===== src/hdl/smsp_regs.svh =====
// Purpose: offsets, field positions, reset values and divider counts of the serial port
// Assumes: register index equals the address on the plain register port
// Notes: definitions only
`ifndef SMSP_REGS_SVH
`define SMSP_REGS_SVH

`define SMSP_OFS_CTRL_A 2'h0
`define SMSP_OFS_CTRL_B 2'h1
`define SMSP_OFS_DATA 2'h2

// serial_port_control_a fields
`define SMSP_A_ROLE_HI 7
`define SMSP_A_ROLE_LO 5
`define SMSP_A_ENABLE 1
`define SMSP_A_INCOMPLETE 0
`define SMSP_A_RESET 8'he0

// serial_port_control_b fields
`define SMSP_B_IDLE_LEVEL 5
`define SMSP_B_EDGE 4
`define SMSP_B_ORDER 3
`define SMSP_B_SEL_EN 2
`define SMSP_B_COLLISION 1
`define SMSP_B_DONE 0
`define SMSP_B_RESET 8'h00

// role_clock_select codes
`define SMSP_ROLE_DIV4 3'h0
`define SMSP_ROLE_DIV16 3'h1
`define SMSP_ROLE_DIV64 3'h2
`define SMSP_ROLE_SUB 3'h3
`define SMSP_ROLE_TIMER 3'h4
`define SMSP_ROLE_SLAVE 3'h5

// Half periods of the master clock in system clocks
`define SMSP_HALF_DIV4 5'h02
`define SMSP_HALF_DIV16 5'h08
`define SMSP_HALF_DIV64 5'h20

`define SMSP_BITS 4'h8
`define SMSP_EDGES 5'h10

`endif


===== src/hdl/smsp_pkg.sv =====
// Purpose: types shared by the serial port and its bench
// Assumes: constants live in smsp_regs.svh
// Notes: none
package smsp_pkg;

   typedef enum logic {
      SMSP_IDLE,
      SMSP_SHIFT
   } smsp_state_t;

   // Driven side of the link pins
   typedef struct packed {
      logic sck_out;
      logic sck_oe;
      logic sdo_out;
      logic sdo_oe;
   } smsp_pins_t;

endpackage : smsp_pkg


===== src/hdl/smsp_top.sv =====
// Purpose: four-line synchronous serial port, master or slave, byte wide
// Assumes: ref_clk well above the link clock; link pins sampled through two flops
// Notes: the data pin input is never driven; slave select is only ever an input
//
// Behaviour
// - Slave select released mid-byte sets incomplete and done flags together.
// - Software writing the incomplete flag does not set the done flag.
// - Incomplete detection happens only in slave mode.
// - Clock idles high when idle-level bit is 0, low when 1.
// - Capture edge follows the idle level and edge select bit.
// - Bit order select 1 shifts MSB first, 0 LSB first.
// - Select pin ignored when its enable is 0, active select when 1.
// - Data write during a transfer is dropped and sets the collision flag.
// - Done flag set at each byte end; only software clears it.
// - Master: data write starts the clock and full-duplex shifting.
// - Slave: external clock shifts data out and in.
// - Port keeps working while its clock source runs.
// - Enabled idle: master data out high, master clock at idle level; a selected slave drives its current tx_shift bit.
// - Slave never drives the clock line.
// - Port disabled releases all serial lines.
// - Received bits reach the data register only after a whole byte.
// - Upper two bits of control register b read as zero.
// - Role field picks master clock source or slave; 110 and 111 unused.
`timescale 1ns/100ps
`include "smsp_regs.svh"

module smsp_top
   import smsp_pkg::*;
(
   input wire logic ref_clk,
   input wire logic reset_n,
   input wire logic [1:0] reg_addr,
   input wire logic [7:0] reg_wdata,
   input wire logic reg_wr,
   input wire logic reg_rd,
   output logic [7:0] reg_rdata,
   input wire logic serial_clock_line_in,
   input wire logic serial_data_in,
   input wire logic slave_select_n,
   input wire logic sub_clock_in,
   input wire logic timer_match,
   output smsp_pins_t link_out
);

   function automatic logic role_is_master(input logic [2:0] code);
      role_is_master = (code <= `SMSP_ROLE_TIMER);
   endfunction : role_is_master

   logic [2:0] role_clock_select;
   logic serial_port_enable;
   logic slave_incomplete_flag;
   logic clock_idle_level_select;
   logic clock_edge_select;
   logic bit_order_select;
   logic select_pin_enable;
   logic write_collision_flag;
   logic transfer_done_flag;
   logic [7:0] shift_data_register;
   logic [7:0] tx_shift;
   logic [7:0] rx_buf;
   logic [3:0] bit_cnt;
   logic [4:0] edge_cnt;
   logic [4:0] div_cnt;
   logic sck_lvl;
   smsp_state_t state;
   logic [3:0] sync1;
   logic [3:0] sync2;
   logic [3:0] sync3;

   // Sync slots: 0 clock, 1 data in, 2 select, 3 sub clock
   logic [3:0] pin_raw;
   assign pin_raw = {sub_clock_in, slave_select_n, serial_data_in, serial_clock_line_in};

   genvar gi;
   generate
      for (gi = 0; gi < 4; gi++) begin : g_sync
         always_ff @(posedge ref_clk or negedge reset_n) begin
            if (!reset_n) begin
               sync1[gi] <= 1'b0;
               sync2[gi] <= 1'b0;
               sync3[gi] <= 1'b0;
            end else begin
               sync1[gi] <= pin_raw[gi];
               sync2[gi] <= sync1[gi];
               sync3[gi] <= sync2[gi];
            end
         end
      end
   endgenerate

   logic is_master;
   logic is_slave;
   logic idle_lvl;
   logic sel_active;
   logic busy;
   logic wr_ctrl_a;
   logic wr_ctrl_b;
   logic wr_data;
   logic half_tick;
   logic [4:0] half_len;
   logic ev_edge;
   logic ev_lead;
   logic cap;
   logic launch;
   logic last_cap;
   logic finish;
   logic abort_sel;
   logic start;
   logic cur_bit;
   logic [2:0] cap_pipe;
   logic [2:0] last_pipe;
   logic [2:0] end_pipe;
   logic rx_take;
   logic rx_last;

   assign is_master = serial_port_enable && role_is_master(role_clock_select);
   assign is_slave = serial_port_enable && (role_clock_select == `SMSP_ROLE_SLAVE);
   assign idle_lvl = ~clock_idle_level_select;
   assign sel_active = !select_pin_enable || !sync2[2];
   assign busy = (state == SMSP_SHIFT);
   assign wr_ctrl_a = reg_wr && (reg_addr == `SMSP_OFS_CTRL_A);
   assign wr_ctrl_b = reg_wr && (reg_addr == `SMSP_OFS_CTRL_B);
   assign wr_data = reg_wr && (reg_addr == `SMSP_OFS_DATA);

   always_comb begin
      case (role_clock_select)
         `SMSP_ROLE_DIV4: half_len = `SMSP_HALF_DIV4;
         `SMSP_ROLE_DIV16: half_len = `SMSP_HALF_DIV16;
         default: half_len = `SMSP_HALF_DIV64;
      endcase
   end

   // Each tick is half a master clock period
   always_comb begin
      case (role_clock_select)
         `SMSP_ROLE_SUB: half_tick = (sync2[3] != sync3[3]);
         `SMSP_ROLE_TIMER: half_tick = timer_match; // Toggle per match gives match rate / 2
         default: half_tick = (div_cnt == half_len - 5'h01);
      endcase
   end

   // Master edges come from the tick, slave edges from the sampled pin
   always_comb begin
      if (is_master) begin
         // No further edges once the frame's sixteen are out; the tail only waits for data
         ev_edge = busy && half_tick && (edge_cnt != `SMSP_EDGES);
         ev_lead = !edge_cnt[0];
      end else begin
         // An idle slave opens a byte only on a leading edge, so the trailing edge
         // that closes a byte cannot start a phantom one
         ev_edge = is_slave && sel_active && (sync2[0] != sync3[0])
                   && (busy || (sync2[0] != idle_lvl));
         ev_lead = (sync2[0] != idle_lvl);
      end
   end

   // Edge select 0 captures on the trailing edge, 1 on the leading edge
   assign cap = ev_edge && (clock_edge_select ? ev_lead : !ev_lead);
   assign launch = ev_edge && !cap && (bit_cnt != 4'h0) && (bit_cnt < `SMSP_BITS);
   assign last_cap = cap && (bit_cnt == `SMSP_BITS - 4'h1);
   // The master ends three cycles after its last edge, once the last bit is in
   assign finish = is_master ? end_pipe[2] : last_cap;
   // Master input data return through the output flop and the two-flop synchroniser,
   // so they are taken three cycles after the master's own capture edge
   assign rx_take = is_master ? cap_pipe[2] : cap;
   assign rx_last = is_master ? last_pipe[2] : last_cap;
   assign abort_sel = is_slave && select_pin_enable && busy
                      && sync2[2] && !sync3[2];
   assign start = wr_data && is_master && !busy;
   assign cur_bit = bit_order_select ? tx_shift[7] : tx_shift[0];

   always_ff @(posedge ref_clk or negedge reset_n) begin
      if (!reset_n) begin
         state <= SMSP_IDLE;
      end else if (!serial_port_enable || abort_sel || finish) begin
         state <= SMSP_IDLE;
      end else if (start) begin
         state <= SMSP_SHIFT;
      end else if (is_slave && ev_edge && !busy) begin
         state <= SMSP_SHIFT;
      end
   end

   always_ff @(posedge ref_clk or negedge reset_n) begin
      if (!reset_n) begin
         div_cnt <= 5'h00;
      end else if (!busy || half_tick) begin
         div_cnt <= 5'h00;
      end else begin
         div_cnt <= div_cnt + 5'h01;
      end
   end

   always_ff @(posedge ref_clk or negedge reset_n) begin
      if (!reset_n) begin
         edge_cnt <= 5'h00;
         sck_lvl <= 1'b1;
      end else if (!busy || !is_master) begin
         edge_cnt <= 5'h00;
         sck_lvl <= idle_lvl;
      end else if (ev_edge) begin
         edge_cnt <= edge_cnt + 5'h01;
         sck_lvl <= ~sck_lvl;
      end
   end

   always_ff @(posedge ref_clk or negedge reset_n) begin
      if (!reset_n) begin
         bit_cnt <= 4'h0;
      end else if (!serial_port_enable || abort_sel || finish || start) begin
         bit_cnt <= 4'h0;
      end else if (cap) begin
         bit_cnt <= bit_cnt + 4'h1;
      end
   end

   // Cleared whenever the master role goes away, so a disable never sets a flag late
   always_ff @(posedge ref_clk or negedge reset_n) begin
      if (!reset_n) begin
         cap_pipe <= 3'h0;
         last_pipe <= 3'h0;
         end_pipe <= 3'h0;
      end else if (!is_master) begin
         cap_pipe <= 3'h0;
         last_pipe <= 3'h0;
         end_pipe <= 3'h0;
      end else begin
         cap_pipe <= {cap_pipe[1:0], cap};
         last_pipe <= {last_pipe[1:0], last_cap};
         end_pipe <= {end_pipe[1:0], ev_edge && (edge_cnt == `SMSP_EDGES - 5'h01)};
      end
   end

   // Collected bits stay internal until the byte is complete
   always_ff @(posedge ref_clk or negedge reset_n) begin
      if (!reset_n) begin
         rx_buf <= 8'h00;
      end else if (rx_take && bit_order_select) begin
         rx_buf <= {rx_buf[6:0], sync2[1]};
      end else if (rx_take) begin
         rx_buf <= {sync2[1], rx_buf[7:1]};
      end
   end

   always_ff @(posedge ref_clk or negedge reset_n) begin
      if (!reset_n) begin
         shift_data_register <= 8'h00;
      end else if (rx_last && bit_order_select) begin
         shift_data_register <= {rx_buf[6:0], sync2[1]};
      end else if (rx_last) begin
         shift_data_register <= {sync2[1], rx_buf[7:1]};
      end
   end

   // A write while busy never touches the byte on the wire
   always_ff @(posedge ref_clk or negedge reset_n) begin
      if (!reset_n) begin
         tx_shift <= 8'hff;
      end else if (wr_data && !busy) begin
         tx_shift <= reg_wdata;
      end else if (launch && bit_order_select) begin
         tx_shift <= {tx_shift[6:0], 1'b1};
      end else if (launch) begin
         tx_shift <= {1'b1, tx_shift[7:1]};
      end
   end

   always_ff @(posedge ref_clk or negedge reset_n) begin
      if (!reset_n) begin
         role_clock_select <= 3'(`SMSP_A_RESET >> `SMSP_A_ROLE_LO);
         serial_port_enable <= 1'b0;
      end else if (wr_ctrl_a) begin
         role_clock_select <= reg_wdata[`SMSP_A_ROLE_HI:`SMSP_A_ROLE_LO];
         serial_port_enable <= reg_wdata[`SMSP_A_ENABLE];
      end
   end

   // Hardware set wins over a software clear in the same cycle
   always_ff @(posedge ref_clk or negedge reset_n) begin
      if (!reset_n) begin
         slave_incomplete_flag <= 1'b0;
      end else if (abort_sel) begin
         slave_incomplete_flag <= 1'b1;
      end else if (wr_ctrl_a) begin
         slave_incomplete_flag <= reg_wdata[`SMSP_A_INCOMPLETE];
      end
   end

   always_ff @(posedge ref_clk or negedge reset_n) begin
      if (!reset_n) begin
         clock_idle_level_select <= 1'b0;
         clock_edge_select <= 1'b0;
         bit_order_select <= 1'b0;
         select_pin_enable <= 1'b0;
      end else if (wr_ctrl_b) begin
         clock_idle_level_select <= reg_wdata[`SMSP_B_IDLE_LEVEL];
         clock_edge_select <= reg_wdata[`SMSP_B_EDGE];
         bit_order_select <= reg_wdata[`SMSP_B_ORDER];
         select_pin_enable <= reg_wdata[`SMSP_B_SEL_EN];
      end
   end

   always_ff @(posedge ref_clk or negedge reset_n) begin
      if (!reset_n) begin
         write_collision_flag <= 1'b0;
      end else if (wr_data && busy) begin
         write_collision_flag <= 1'b1;
      end else if (wr_ctrl_b) begin
         write_collision_flag <= reg_wdata[`SMSP_B_COLLISION];
      end
   end

   always_ff @(posedge ref_clk or negedge reset_n) begin
      if (!reset_n) begin
         transfer_done_flag <= 1'b0;
      end else if (finish || abort_sel) begin
         transfer_done_flag <= 1'b1;
      end else if (wr_ctrl_b) begin
         transfer_done_flag <= reg_wdata[`SMSP_B_DONE];
      end
   end

   // Read data stand only in the cycle after the strobe
   always_ff @(posedge ref_clk or negedge reset_n) begin
      if (!reset_n) begin
         reg_rdata <= 8'h00;
      end else if (!reg_rd) begin
         reg_rdata <= 8'h00;
      end else if (reg_addr == `SMSP_OFS_CTRL_A) begin
         reg_rdata <= {role_clock_select, 3'h0, serial_port_enable, slave_incomplete_flag};
      end else if (reg_addr == `SMSP_OFS_CTRL_B) begin
         reg_rdata <= {2'h0, clock_idle_level_select, clock_edge_select,
                       bit_order_select, select_pin_enable,
                       write_collision_flag, transfer_done_flag};
      end else if (reg_addr == `SMSP_OFS_DATA) begin
         reg_rdata <= shift_data_register;
      end else begin
         reg_rdata <= 8'h00;
      end
   end

   // Disabled or unused role codes release every line
   always_ff @(posedge ref_clk or negedge reset_n) begin
      if (!reset_n) begin
         link_out <= '{sck_out: 1'b0, sck_oe: 1'b0, sdo_out: 1'b0, sdo_oe: 1'b0};
      end else begin
         link_out.sck_out <= is_master ? sck_lvl : 1'b0;
         link_out.sck_oe <= is_master;
         link_out.sdo_out <= (is_master ? busy : (is_slave && sel_active))
                             ? cur_bit : 1'b1;
         link_out.sdo_oe <= is_master || is_slave;
      end
   end

endmodule : smsp_top


===== config.mk =====
export PLATFORM = sky130hd
export DESIGN_NAME = smsp_top
export DESIGN_NICKNAME = d
export VERILOG_FILES = /design/src/hdl/smsp_pkg.sv /design/src/hdl/smsp_top.sv
export VERILOG_INCLUDE_DIRS = /design/src /design/src/hdl
export SDC_FILE = /design/constraint.sdc
export NUM_CORES = 1
export LEC_CHECK = 0
export ABC_AREA = 1
export BUFFER_PORTS_ARGS = -buffer_cell sky130_fd_sc_hd__buf_4
export CELL_PAD_IN_SITES_DETAIL_PLACEMENT = 0
export CELL_PAD_IN_SITES_GLOBAL_PLACEMENT = 1
export CORE_MARGIN = 3
export CORE_UTILIZATION = 45
export DETAILED_ROUTE_END_ITERATION = 6
export PLACE_DENSITY_LB_ADDON = 0.1
export SKIP_LAST_GASP = 1
export SYNTH_ARGS = -nofsm -noshare
export SYNTH_HDL_FRONTEND = slang
export SYNTH_SLANG_ARGS = --single-unit

===== constraint.sdc =====
create_clock -name ref_clk -period 2.5 [get_ports ref_clk]
set_input_delay 0.25 -clock ref_clk [delete_from_list [all_inputs] [get_ports ref_clk]]
set_output_delay 0.25 -clock ref_clk [all_outputs]
set_load 0.01 [all_outputs]

==> metrics.txt, run 1 <==
Nets=550; final instance area=4670 µm²; Max Transition Viols Final=0; hold crit path type=in -> reg; P per Cell Area=749 nW/µm²; register area share after synthesis=0.526; drt first pass iters=4; RSZ-0062 raised after global routing=yes; Most common cell on crit path=nand2_1; clock sinks=83; GRT Total Usage=0.192; status=finished clean; RD Place Congestion=0.806; final antenna-violating net count=0; Pleak=2.27 nW; fmax=433 MHz; endpoints failing setup=0; CTS max path bufs=2; WP data required=2.74 ns; Distinct cells, synth=34; CTS tree=done; Worst Tran Pin Value=0.791 ns; placed cell area=4360 µm²; P&R area growth vs syn=17.2%; Critical Path Fanout Max=8; dominant synthesized flop cell=dfrtp_1; Yosys reg bits=83; Setup crit end kind=flop; reg2reg setup slack=0.19 ns; Buffers on Ports=30; FF-to-FF path depth=14; first-pass GRT wire length=15,100 µm; die height=100 µm; Worst-Skew Late Latency=0.35 ns; post-detail-place hpwl=6210 µm; max cap viols=0; post-synthesis cell area=3980 µm²; Worst Path Arrival=2.55 ns; largest net degree at the start of global routing=84; reg2reg end=shift_data_register[4]; syn nets=498; Root Buffer=clkbuf_8; commonest non-fill, non-tap cells in the layout=123 x nand2_1, 71 x dfrtp_1, 68 x inv_1, 50 x nor2_1, 41 x buf_4; Die X=100 µm; Starting Density=0.475; syn_area_per_cell=8.43 µm²; CP Launch Type=flop; via density per instance=4.90; Worst slew margin=0.473; CTS HTree Levels=3; crit path to=shift_data_register[4]; antenna violations before repair=0; maximum vdd drop=0.000287 V; layout cells sized above 1=0.192; vias in the first global route=3,088; CP Class=reg -> reg; routed via count=3,094; Ys Warns=0; filler instances=783; Final min period=2.31 ns; diode count=0; FP Rows=33; Die Area=10,000 µm²; Crit-path slowest cell=dfstp_2; reg-to-reg critical path startpoint=role_clock_select[1]; Residual DRC=0; CTS buffer count=9; final hold violation count=0; gr ovfl total=0; core area=8380 µm²; Routed WL per cell=14.1 µm; Max Clock Skew=0.0118 ns; Crit path largest cell delay=0.59 ns; CP startpoint=role_clock_select[1]; most common cell after layout, fill and taps aside=nand2_1; Reg clk slew, reported paths=0.08 ns; final worst-path cycle share=0.924; initial DRC count=129; IO Pins=31; ys async rst share=1.00; EDFF count, synth=0; Mapped Cells=472; Total Power=3.49 mW; DRT Wirelength=8890 µm; crit path cell chain=inv_1 -> nand3_1 -> ha_1 -> xnor2_1 -> nor2_1 -> nand2_1 -> nand2_2 -> nand3_4 -> nand2_8 -> nand2_4 -> o21bai_4 -> nand2_4 -> nand2_1 -> nand2_1
[layer usage]
layer,up-vias,global-route usage,share of wire
met1,1421,0.280,0.49
met5,-,0,0
met2,63,0.286,0.44
met3,15,0.0382,0.047
met4,0,0.0694,0.017
li1,1595,-,-
[state kept, by name, indices dropped and copies added (netlist names), 3 cells and up]
name / count
div_cnt: 5
role_clock_select: 3
rx_buf: 8
sync1: 4
edge_cnt: 5
sync2: 4
last_pipe: 3
cap_pipe: 3
sync3: 3
end_pipe: 3
reg_rdata: 8
shift_data_register: 8
tx_shift: 8
link_out: 4
bit_cnt: 4
[through the flow]
| step | util | TNS [ns] | setup WS, ns | hold WS [ns] | cells |
|---|---|---|---|---|---|
| floorplan | - | 0 | 0.339 | -0.0456 | 472 |
| global placement | 0.520 | 0 | 0.151 | 0.315 | 606 |
| detailed placement | 0.520 | 0 | 0.0788 | 0.320 | 606 |
| CTS | 0.547 | 0 | 0.0793 | 0.0957 | 625 |
| global route | 0.557 | -0.00555 | -0.00555 | 0.106 | 632 |
| finish | 0.557 | 0 | 0.191 | 0.108 | 632 |
[worst min-delay path by stage]
stage | startpoint | endpoint | slack, ns | depth (start not counted)
global placement | reset_n | reg_rdata[6] | 0.32 | 2
global route | reg_rd | reg_rdata[5] | 0.11 | 3
floorplan | reset_n | bit_cnt[0] | -0.05 | 0
CTS | reg_rd | reg_rdata[5] | 0.1 | 3
finish | reg_rd | reg_rdata[5] | 0.11 | 3
detailed placement | reset_n | reg_rdata[7] | 0.32 | 2
[layout make-up]
type                            count  area (µm²)  area share
Clock buffer                       11         141      0.0303
Clock inverter                      3        40.0     0.00858
Inverter                           69         259      0.0555
Multi-Input combinational cell    312        1610       0.345
Sequential cell                    83        2090       0.448
Tap cell                          105         131      0.0282
Timing Repair Buffer               49         394      0.0845
[logic make-up after synthesis]
family / synth area share
xor+xnor: 0.0176
simple gates: 0.274
fa+ha+maj: 0.0220
flops: 0.526
compound gates: 0.0824
buf+inv: 0.0786
[where the power goes]
group | switching [mW] | leakage [nW] | internal (mW)
Sequential | 0.180 | 1.06 | 1.60
Clock | 0.460 | 0.0950 | 0.476
Combinational | 0.476 | 1.12 | 0.306
Total | 1.12 | 2.27 | 2.38
[cell usage after synthesis, types with 2 or more instances]
| cell | n | area share |
|---|---|---|
| nand2_1 | 125 | 0.12 |
| dfrtp_1 | 71 | 0.45 |
| xor2_1 | 5 | 0.011 |
| clkbuf_1 | 5 | 0.0047 |
| ha_1 | 7 | 0.022 |
| nor2_4 | 3 | 0.0085 |
| nand2_2 | 5 | 0.0079 |
| o22ai_1 | 2 | 0.0031 |
| nand2_4 | 4 | 0.011 |
| nor4_1 | 3 | 0.0047 |
| nor3_1 | 6 | 0.0075 |
| nand4_1 | 12 | 0.019 |
| inv_1 | 68 | 0.064 |
| o21ai_2 | 9 | 0.020 |
| or2_2 | 2 | 0.0031 |
| o211ai_1 | 3 | 0.0057 |
| nand3_1 | 34 | 0.043 |
| o21ai_0 | 21 | 0.026 |
| a21oi_1 | 10 | 0.013 |
| nor2_1 | 50 | 0.047 |
| xnor2_1 | 3 | 0.0066 |
| dfstp_2 | 12 | 0.079 |
[critical path, delay by kind of cell, from the launching register on]
family / cells / cell delay, ns
buffers and inverters: 1 / 0.08
adder cells (fa/ha/maj): 1 / 0.24
AO/OA/AOI/OAI: 1 / 0.25
XOR/XNOR: 1 / 0.12
flip-flops: 1 / 0.59
AND/OR/NAND/NOR: 10 / 0.92
[what timing repair did]
action                     in CTS  in global routing
resized for setup               0                  5
hold endpoints to repair       75                  0
buffers inserted                0                  6
setup endpoints to repair       0                 28
hold buffers                    5                  0
(Power assumes the default switching activity.)
==> inputs of run 2 (changes only) <==
--- a/config.mk
+++ b/config.mk
@@ -6,12 +6,11 @@
 export SDC_FILE = /design/constraint.sdc
 export NUM_CORES = 1
 export LEC_CHECK = 0
-export ABC_AREA = 1
 export BUFFER_PORTS_ARGS = -buffer_cell sky130_fd_sc_hd__buf_4
 export CELL_PAD_IN_SITES_DETAIL_PLACEMENT = 0
 export CELL_PAD_IN_SITES_GLOBAL_PLACEMENT = 1
 export CORE_MARGIN = 3
-export CORE_UTILIZATION = 45
+export CORE_UTILIZATION = 48
 export DETAILED_ROUTE_END_ITERATION = 6
 export PLACE_DENSITY_LB_ADDON = 0.1
 export SKIP_LAST_GASP = 1
==> run 2 against run 1 <==
The run now ends with negative setup slack left; worst hold slack worse by 0.051 ns; clock skew is 0.0011 ns higher; area after synthesis is 2.3% lower; design area is 1.5% higher; critical path depth is 6 lower; largest power group unchanged; largest cell class unchanged; via count is 18% lower; wire length is 14% lower; non-clock buffer count is 10 higher.
==> metrics.txt, run 2 <==
Worst Hold Slack=0.0570 ns (-0.0514 ns); status=complete, but fails checks; DRT Wirelength=7650 µm (-14%); Pleak=2.22 nW (-2.4%); post-layout util=0.606 (+0.0498); Final min period=2.58 ns (+0.274 ns); EDFF count, synth=0 (unchanged); sw frac=0.272 (-0.0474); Critical Path Fanout Max=8 (unchanged); endpoints failing setup=19 (+19); Root Buffer=clkbuf_8; Yosys reg bits=83 (unchanged); hold crit path type=in -> async; RSZ-0062 raised after global routing=yes; CP Launch Type=flop; Setup crit end kind=flop; failing checks=negative setup slack; Starting Density=0.498 (+0.0231); IO Pins=31 (unchanged); initial DRC count=84 (-35%); DR WL met2=3650 µm (-7.5%); WP data required=2.75 ns (about the same); Max Transition Viols Final=0 (unchanged); reg2reg end=shift_data_register[6]; antenna violations before repair=0 (unchanged); maximum vdd drop=0.000389 V (+36%); CTS max path bufs=2 (unchanged); CTS buffer count=9 (unchanged); Post-Place Cells=460 (-24%); diode count=0 (unchanged); area leader, netlist=dfrtp_1; post-synthesis cell area=3890 µm² (-2.3%); WL met1=3610 µm (-17%); Worst Path Arrival=2.83 ns (+0.28 ns); RD Place Congestion=0.777 (-3.5%); CTS tree=done; layout cells sized above 1=0.386 (+0.194); syn nets=345 (-31%); Total Power=3.18 mW (-8.8%); reg-to-reg critical path startpoint=role_clock_select[0]; CTS HTree Levels=3 (unchanged); final worst-path cycle share=1.03 (+0.109); Reg clk slew, reported paths=0.09 ns (about the same); Worst-Skew Late Latency=0.36 ns (about the same); most common cell after layout, fill and taps aside=dfrtp_1; Residual DRC=0 (unchanged); clock share of power=0.341 (+0.073); CP Class=reg -> reg; Worst Tran Pin Value=0.983 ns (+0.192 ns); first-pass GRT wire length=12,800 µm (-15%); final critical-path setup slack=-0.0824 ns (-0.274 ns); reg2reg setup slack=-0.08 ns (-0.27 ns); Net Sw Power=0.866 mW (-22%); top-count cell post-synth=dfrtp_1; post-detail-place hpwl=5420 µm (-13%); dominant synthesized flop cell=dfrtp_1; final hold violation count=0 (unchanged); Synth area leaders=dfrtp_1 46%, mux2_2 10%, dfstp_2 8.1%, mux2i_1 4.1%, ha_1 2.3%; Internal Power=2.32 mW (-2.5%); max cap viols=0 (unchanged); Die Area=9220 µm² (-7.9%); FF-to-FF path depth=8 (-6); Synth top area share=0.457 (+0.0106); die height=96.0 µm (-4.0%); largest net degree at the start of global routing=82 (-2.4%); final std cells w/o fill=483 (-24%); Post-synth top cells=71 x dfrtp_1, 35 x mux2_2, 22 x nand2_1, 18 x nor2_1, 16 x mux2i_1; ys async rst share=1.00 (unchanged); Ys Warns=0 (unchanged); Mapped Cells=319 (-32%); Sequential Power Share=0.489 (-0.019); met3 wire len=282 µm (-32%); via density per instance=5.23 (+6.8%); register area share after synthesis=0.538 (+0.0125); Nets=402 (-27%); commonest non-fill, non-tap cells in the layout=71 x dfrtp_1, 52 x buf_4, 27 x mux2_2, 22 x nand2_1, 17 x nor2_1; drt first pass iters=4 (unchanged); Distinct cells, synth=57 (+68%); GRT Total Usage=0.183 (-0.00914); fmax=387 MHz (-11%); syn_area_per_cell=12.2 µm² (+45%); Buffers on Ports=30 (unchanged); Routed WL per cell=15.8 µm (+13%); gr ovfl total=0 (unchanged); clock sinks=83 (unchanged); core area=7810 µm² (-6.9%); logic gate share of total power=0.170 (-0.054); final antenna-violating net count=0 (unchanged); Top Metal Used=met4; routed via count=2,526 (-18%); P per Cell Area=672 nW/µm² (-10%); P&R area growth vs syn=21.8%; Max Clock Skew=0.0128 ns (+0.00107 ns); Worst slew margin=0.345 (-0.128); Die X=96.0 µm (-4.0%); vias in the first global route=2,573 (-17%); FP Rows=32 (-3.0%)
-- run 2: timing repair --
action / CTS / global route
hold buffers: 4 / 0
endpoints found under the hold margin: 4 / 0
buffers inserted: 1 / 3
setup endpoints to repair: 28 / 29
resized for setup: 11 / 12
pin swaps: 6 / 6
-- run 2: through the flow --
step / area (µm²) / setup slack (ns) / setup TNS (ns)
floorplan: 3920 / -0.187 / -2.93
global placement: 4360 / -0.0737 / -0.978
detailed placement: 4360 / -0.109 / -2.04
CTS: 4690 / -0.0986 / -1.87
global route: 4730 / -0.190 / -3.59
finish: 4730 / -0.0824 / -0.990
-- run 2: cells by family after synthesis --
group,Yosys count,synth area share
AOI/OAI and AO/OA,46,0.0940
xor gates and xnor gates,15,0.0338
and+or+nand+nor,91,0.133
DFF,83,0.538
adders and majority gates,7,0.0225
muxes,53,0.148
buffers and inverters,24,0.0303
-- run 2: worst max-delay path by stage --
stage                               from                endpoint  slack [ns]  cells after the start
finish              role_clock_select[0]  shift_data_register[6]       -0.08                      8
global route        role_clock_select[0]  shift_data_register[1]       -0.19                      8
CTS                 role_clock_select[0]               rx_buf[7]        -0.1                      9
global placement    role_clock_select[0]               rx_buf[4]       -0.07                      8
detailed placement  role_clock_select[0]               rx_buf[3]       -0.11                      8
floorplan           role_clock_select[0]  shift_data_register[1]       -0.19                     10
-- run 2: layout make-up --
cell class,instances,area (µm²)
repair buffers,59,473
flip-flops and latches,83,2090
clock buffers,9,124
multi-input cells,212,1780
inverters,11,41.3
fillers,658,3070
clock inverters,7,100
well taps,102,128
-- run 2: power by group through the flow --
stage / Sequential [mW] / Clock, mW / Combinational [mW]
final: 1.56 / 1.09 / 0.540
after global routing: 1.58 / 1.18 / 0.600
after CTS: 1.56 / 1.11 / 0.541
after detailed placement: 1.58 / 0 / 0.527
after global placement: 1.58 / 0 / 0.521
after floorplan: 1.54 / 0 / 0.351
-- run 2: layer usage --
layer | up-vias | GRT usage
met2 | 39 | 0.289
li1 | 1229 | -
met3 | 9 | 0.0438
met4 | 0 | 0.0652
met5 | - | 0
met1 | 1249 | 0.246
-- run 2: critical path, cell delays in order (launching register included) --
cell and delay, ns:
dfstp_2 0.54, or3b_4 0.39, ha_4 0.27, xor2_1 0.15, and3_4 0.21, and3_4 0.21, o211ai_1 0.13, nand2_2 0.23
mux2_2 0.36
==> inputs of run 3 (changes only) <==
--- a/config.mk
+++ b/config.mk
@@ -12,6 +12,7 @@
 export CORE_MARGIN = 3
 export CORE_UTILIZATION = 48
 export DETAILED_ROUTE_END_ITERATION = 6
+export HOLD_SLACK_MARGIN = 0.12
 export PLACE_DENSITY_LB_ADDON = 0.1
 export SKIP_LAST_GASP = 1
 export SYNTH_ARGS = -nofsm -noshare
==> run 3 against run 2 <==
The flow still finishes with violations (negative setup slack); total power grew 0.35%; design area rose by 1.5%; clock skew about the same; largest cell class unchanged; maximum frequency barely moved; utilization increased by 0.90 points; sequential power about the same; clock-buffer cell count unchanged; flip-flop and latch count unchanged.
==> metrics.txt, run 3 (synthesized netlist as in run 2, its figures left out) <==
status=complete, but fails checks; failing checks=negative setup slack; hold crit path type=in -> reg; max cap viols=0 (unchanged); Worst Tran Pin Value=0.992 ns (+0.00874 ns); via density per instance=5.21 (-0.37%); diode count=0 (unchanged); WP data required=2.75 ns (about the same); CP Launch Type=flop; drt first pass iters=4 (unchanged); cell depth of the worst min-delay path=3; Total Power=3.19 mW (+0.35%); reg-to-reg critical path startpoint=role_clock_select[0]; Routed WL per cell=15.8 µm (-0.36%); Max Transition Viols Final=0 (unchanged); routed via count=2,553 (+1.1%); Buffers on Ports=30 (unchanged); final hold violation count=0 (unchanged); FP Rows=32 (unchanged); Max Clock Skew=0.0125 ns (-0.000285 ns); Setup crit end kind=flop; Die X=96.0 µm (unchanged); initial DRC count=96 (+14%); FF-to-FF path depth=8 (unchanged); maximum vdd drop=0.000389 V (+0.15%); Residual DRC=0 (unchanged); Root Buffer=clkbuf_8; core area=7810 µm² (unchanged); Worst-Skew Late Latency=0.36 ns (about the same); CTS tree=done; CP Class=reg -> reg; final critical-path setup slack=-0.0812 ns (+0.00121 ns); RSZ-0062 raised after global routing=yes; first-pass GRT wire length=12,900 µm (+0.86%); gr ovfl total=0 (unchanged); CTS HTree Levels=3 (unchanged); RD Place Congestion=0.777 (unchanged); Pleak=2.25 nW (+1.3%); CTS buffer count=9 (unchanged); layout cells sized above 1=0.379 (-0.00696); die height=96.0 µm (unchanged); Worst Path Arrival=2.83 ns (about the same); P&R area growth vs syn=23.6%; commonest non-fill, non-tap cells in the layout=71 x dfrtp_1, 52 x buf_4, 27 x mux2_2, 22 x nand2_1, 17 x nor2_1; reg2reg setup slack=-0.08 ns (about the same); min-delay src=reg_wdata[1]; clock sinks=83 (unchanged); final antenna-violating net count=0 (unchanged); fmax=387 MHz (about the same); Starting Density=0.498 (unchanged); antenna violations before repair=0 (unchanged); Nets=409 (+1.7%); filler instances=645 (-2.0%); Reg clk slew, reported paths=0.09 ns (about the same); post-detail-place hpwl=5420 µm (unchanged); Hold Crit Endpoint=tx_shift[1]; most common cell after layout, fill and taps aside=dfrtp_1; Worst slew margin=0.339 (-0.00583); IO Pins=31 (unchanged); Die Area=9220 µm² (unchanged); reg2reg end=shift_data_register[6]; Critical Path Fanout Max=8 (unchanged); GRT Total Usage=0.184 (+0.00150); CTS max path bufs=2 (unchanged); final worst-path cycle share=1.03 (about the same); endpoints failing setup=19 (unchanged); P per Cell Area=665 nW/µm² (-1.1%); vias in the first global route=2,606 (+1.3%); DRT Wirelength=7740 µm (+1.1%); Worst Hold Slack=0.124 ns (+0.0674 ns); largest net degree at the start of global routing=82 (unchanged); Final min period=2.58 ns (-0.00121 ns)
==> run 3: layer usage <==
| layer | vias up | GRT usage | share of wire |
|---|---|---|---|
| met5 | - | 0 | 0 |
| met4 | 0 | 0.0652 | 0.012 |
| met3 | 8 | 0.0438 | 0.035 |
| met2 | 37 | 0.293 | 0.48 |
| met1 | 1267 | 0.247 | 0.48 |
| li1 | 1241 | - | - |
==> run 3: layout make-up <==
| class | count | area (µm²) | area share |
|---|---|---|---|
| sequential | 83 | 2090 | 0.435 |
| timing repair buffer | 66 | 543 | 0.113 |
| tap | 102 | 128 | 0.0266 |
| multi-input combinational | 212 | 1780 | 0.370 |
| clock buffer | 9 | 124 | 0.0258 |
| inverter | 11 | 41.3 | 0.00859 |
| clock inverter | 7 | 100 | 0.0208 |
==> run 3: where the power goes <==
| part | switching, mW | internal (mW) | total (mW) |
|---|---|---|---|
| Sequential | 0.0938 | 1.46 | 1.56 |
| Combinational | 0.261 | 0.289 | 0.551 |
| Clock | 0.515 | 0.571 | 1.09 |
| Total | 0.870 | 2.32 | 3.19 |
==> run 3: worst max-delay path, stage by stage, from the launching register on <==
cell and delay (ns):
dfstp_2 0.54, or3b_4 0.39, ha_4 0.27, xor2_1 0.15, and3_4 0.21, and3_4 0.21, o211ai_1 0.13, nand2_2 0.23
mux2_2 0.36
==> run 3: worst max path at each step <==
| stage | startpoint | endpoint | slack, ns | cells past startpoint |
|---|---|---|---|---|
| 2_1_floorplan | role_clock_select[0] | shift_data_register[1] | -0.19 | 10 |
| 3_3_place_gp | role_clock_select[0] | rx_buf[4] | -0.07 | 8 |
| 3_5_place_dp | role_clock_select[0] | rx_buf[3] | -0.11 | 8 |
| 4_1_cts | role_clock_select[0] | rx_buf[7] | -0.1 | 9 |
| 5_1_grt | role_clock_select[0] | shift_data_register[1] | -0.19 | 8 |
| 6_report | role_clock_select[0] | shift_data_register[6] | -0.08 | 8 |
==> run 3: repair_timing <==
action                     4_1_cts  5_1_grt
hold buffers                     9        2
hold endpoints to repair        50        2
setup endpoints to repair       28       29
gates resized for setup         11       12
buffers inserted                 1        3
gates cloned                     0        0
pin swaps                        6        6
==> run 3: per-stage QoR <==
step                      TNS (ns)  setup slack [ns]   util  area (µm²)  instances
after CTS                    -1.87           -0.0986  0.607        4740        486
after global placement      -0.978           -0.0737  0.559        4360        460
final                        -1.02           -0.0812  0.615        4800        490
after global routing         -3.59            -0.190  0.615        4800        490
after floorplan              -2.93            -0.187      -        3920        319
after detailed placement     -2.04            -0.109  0.559        4360        460
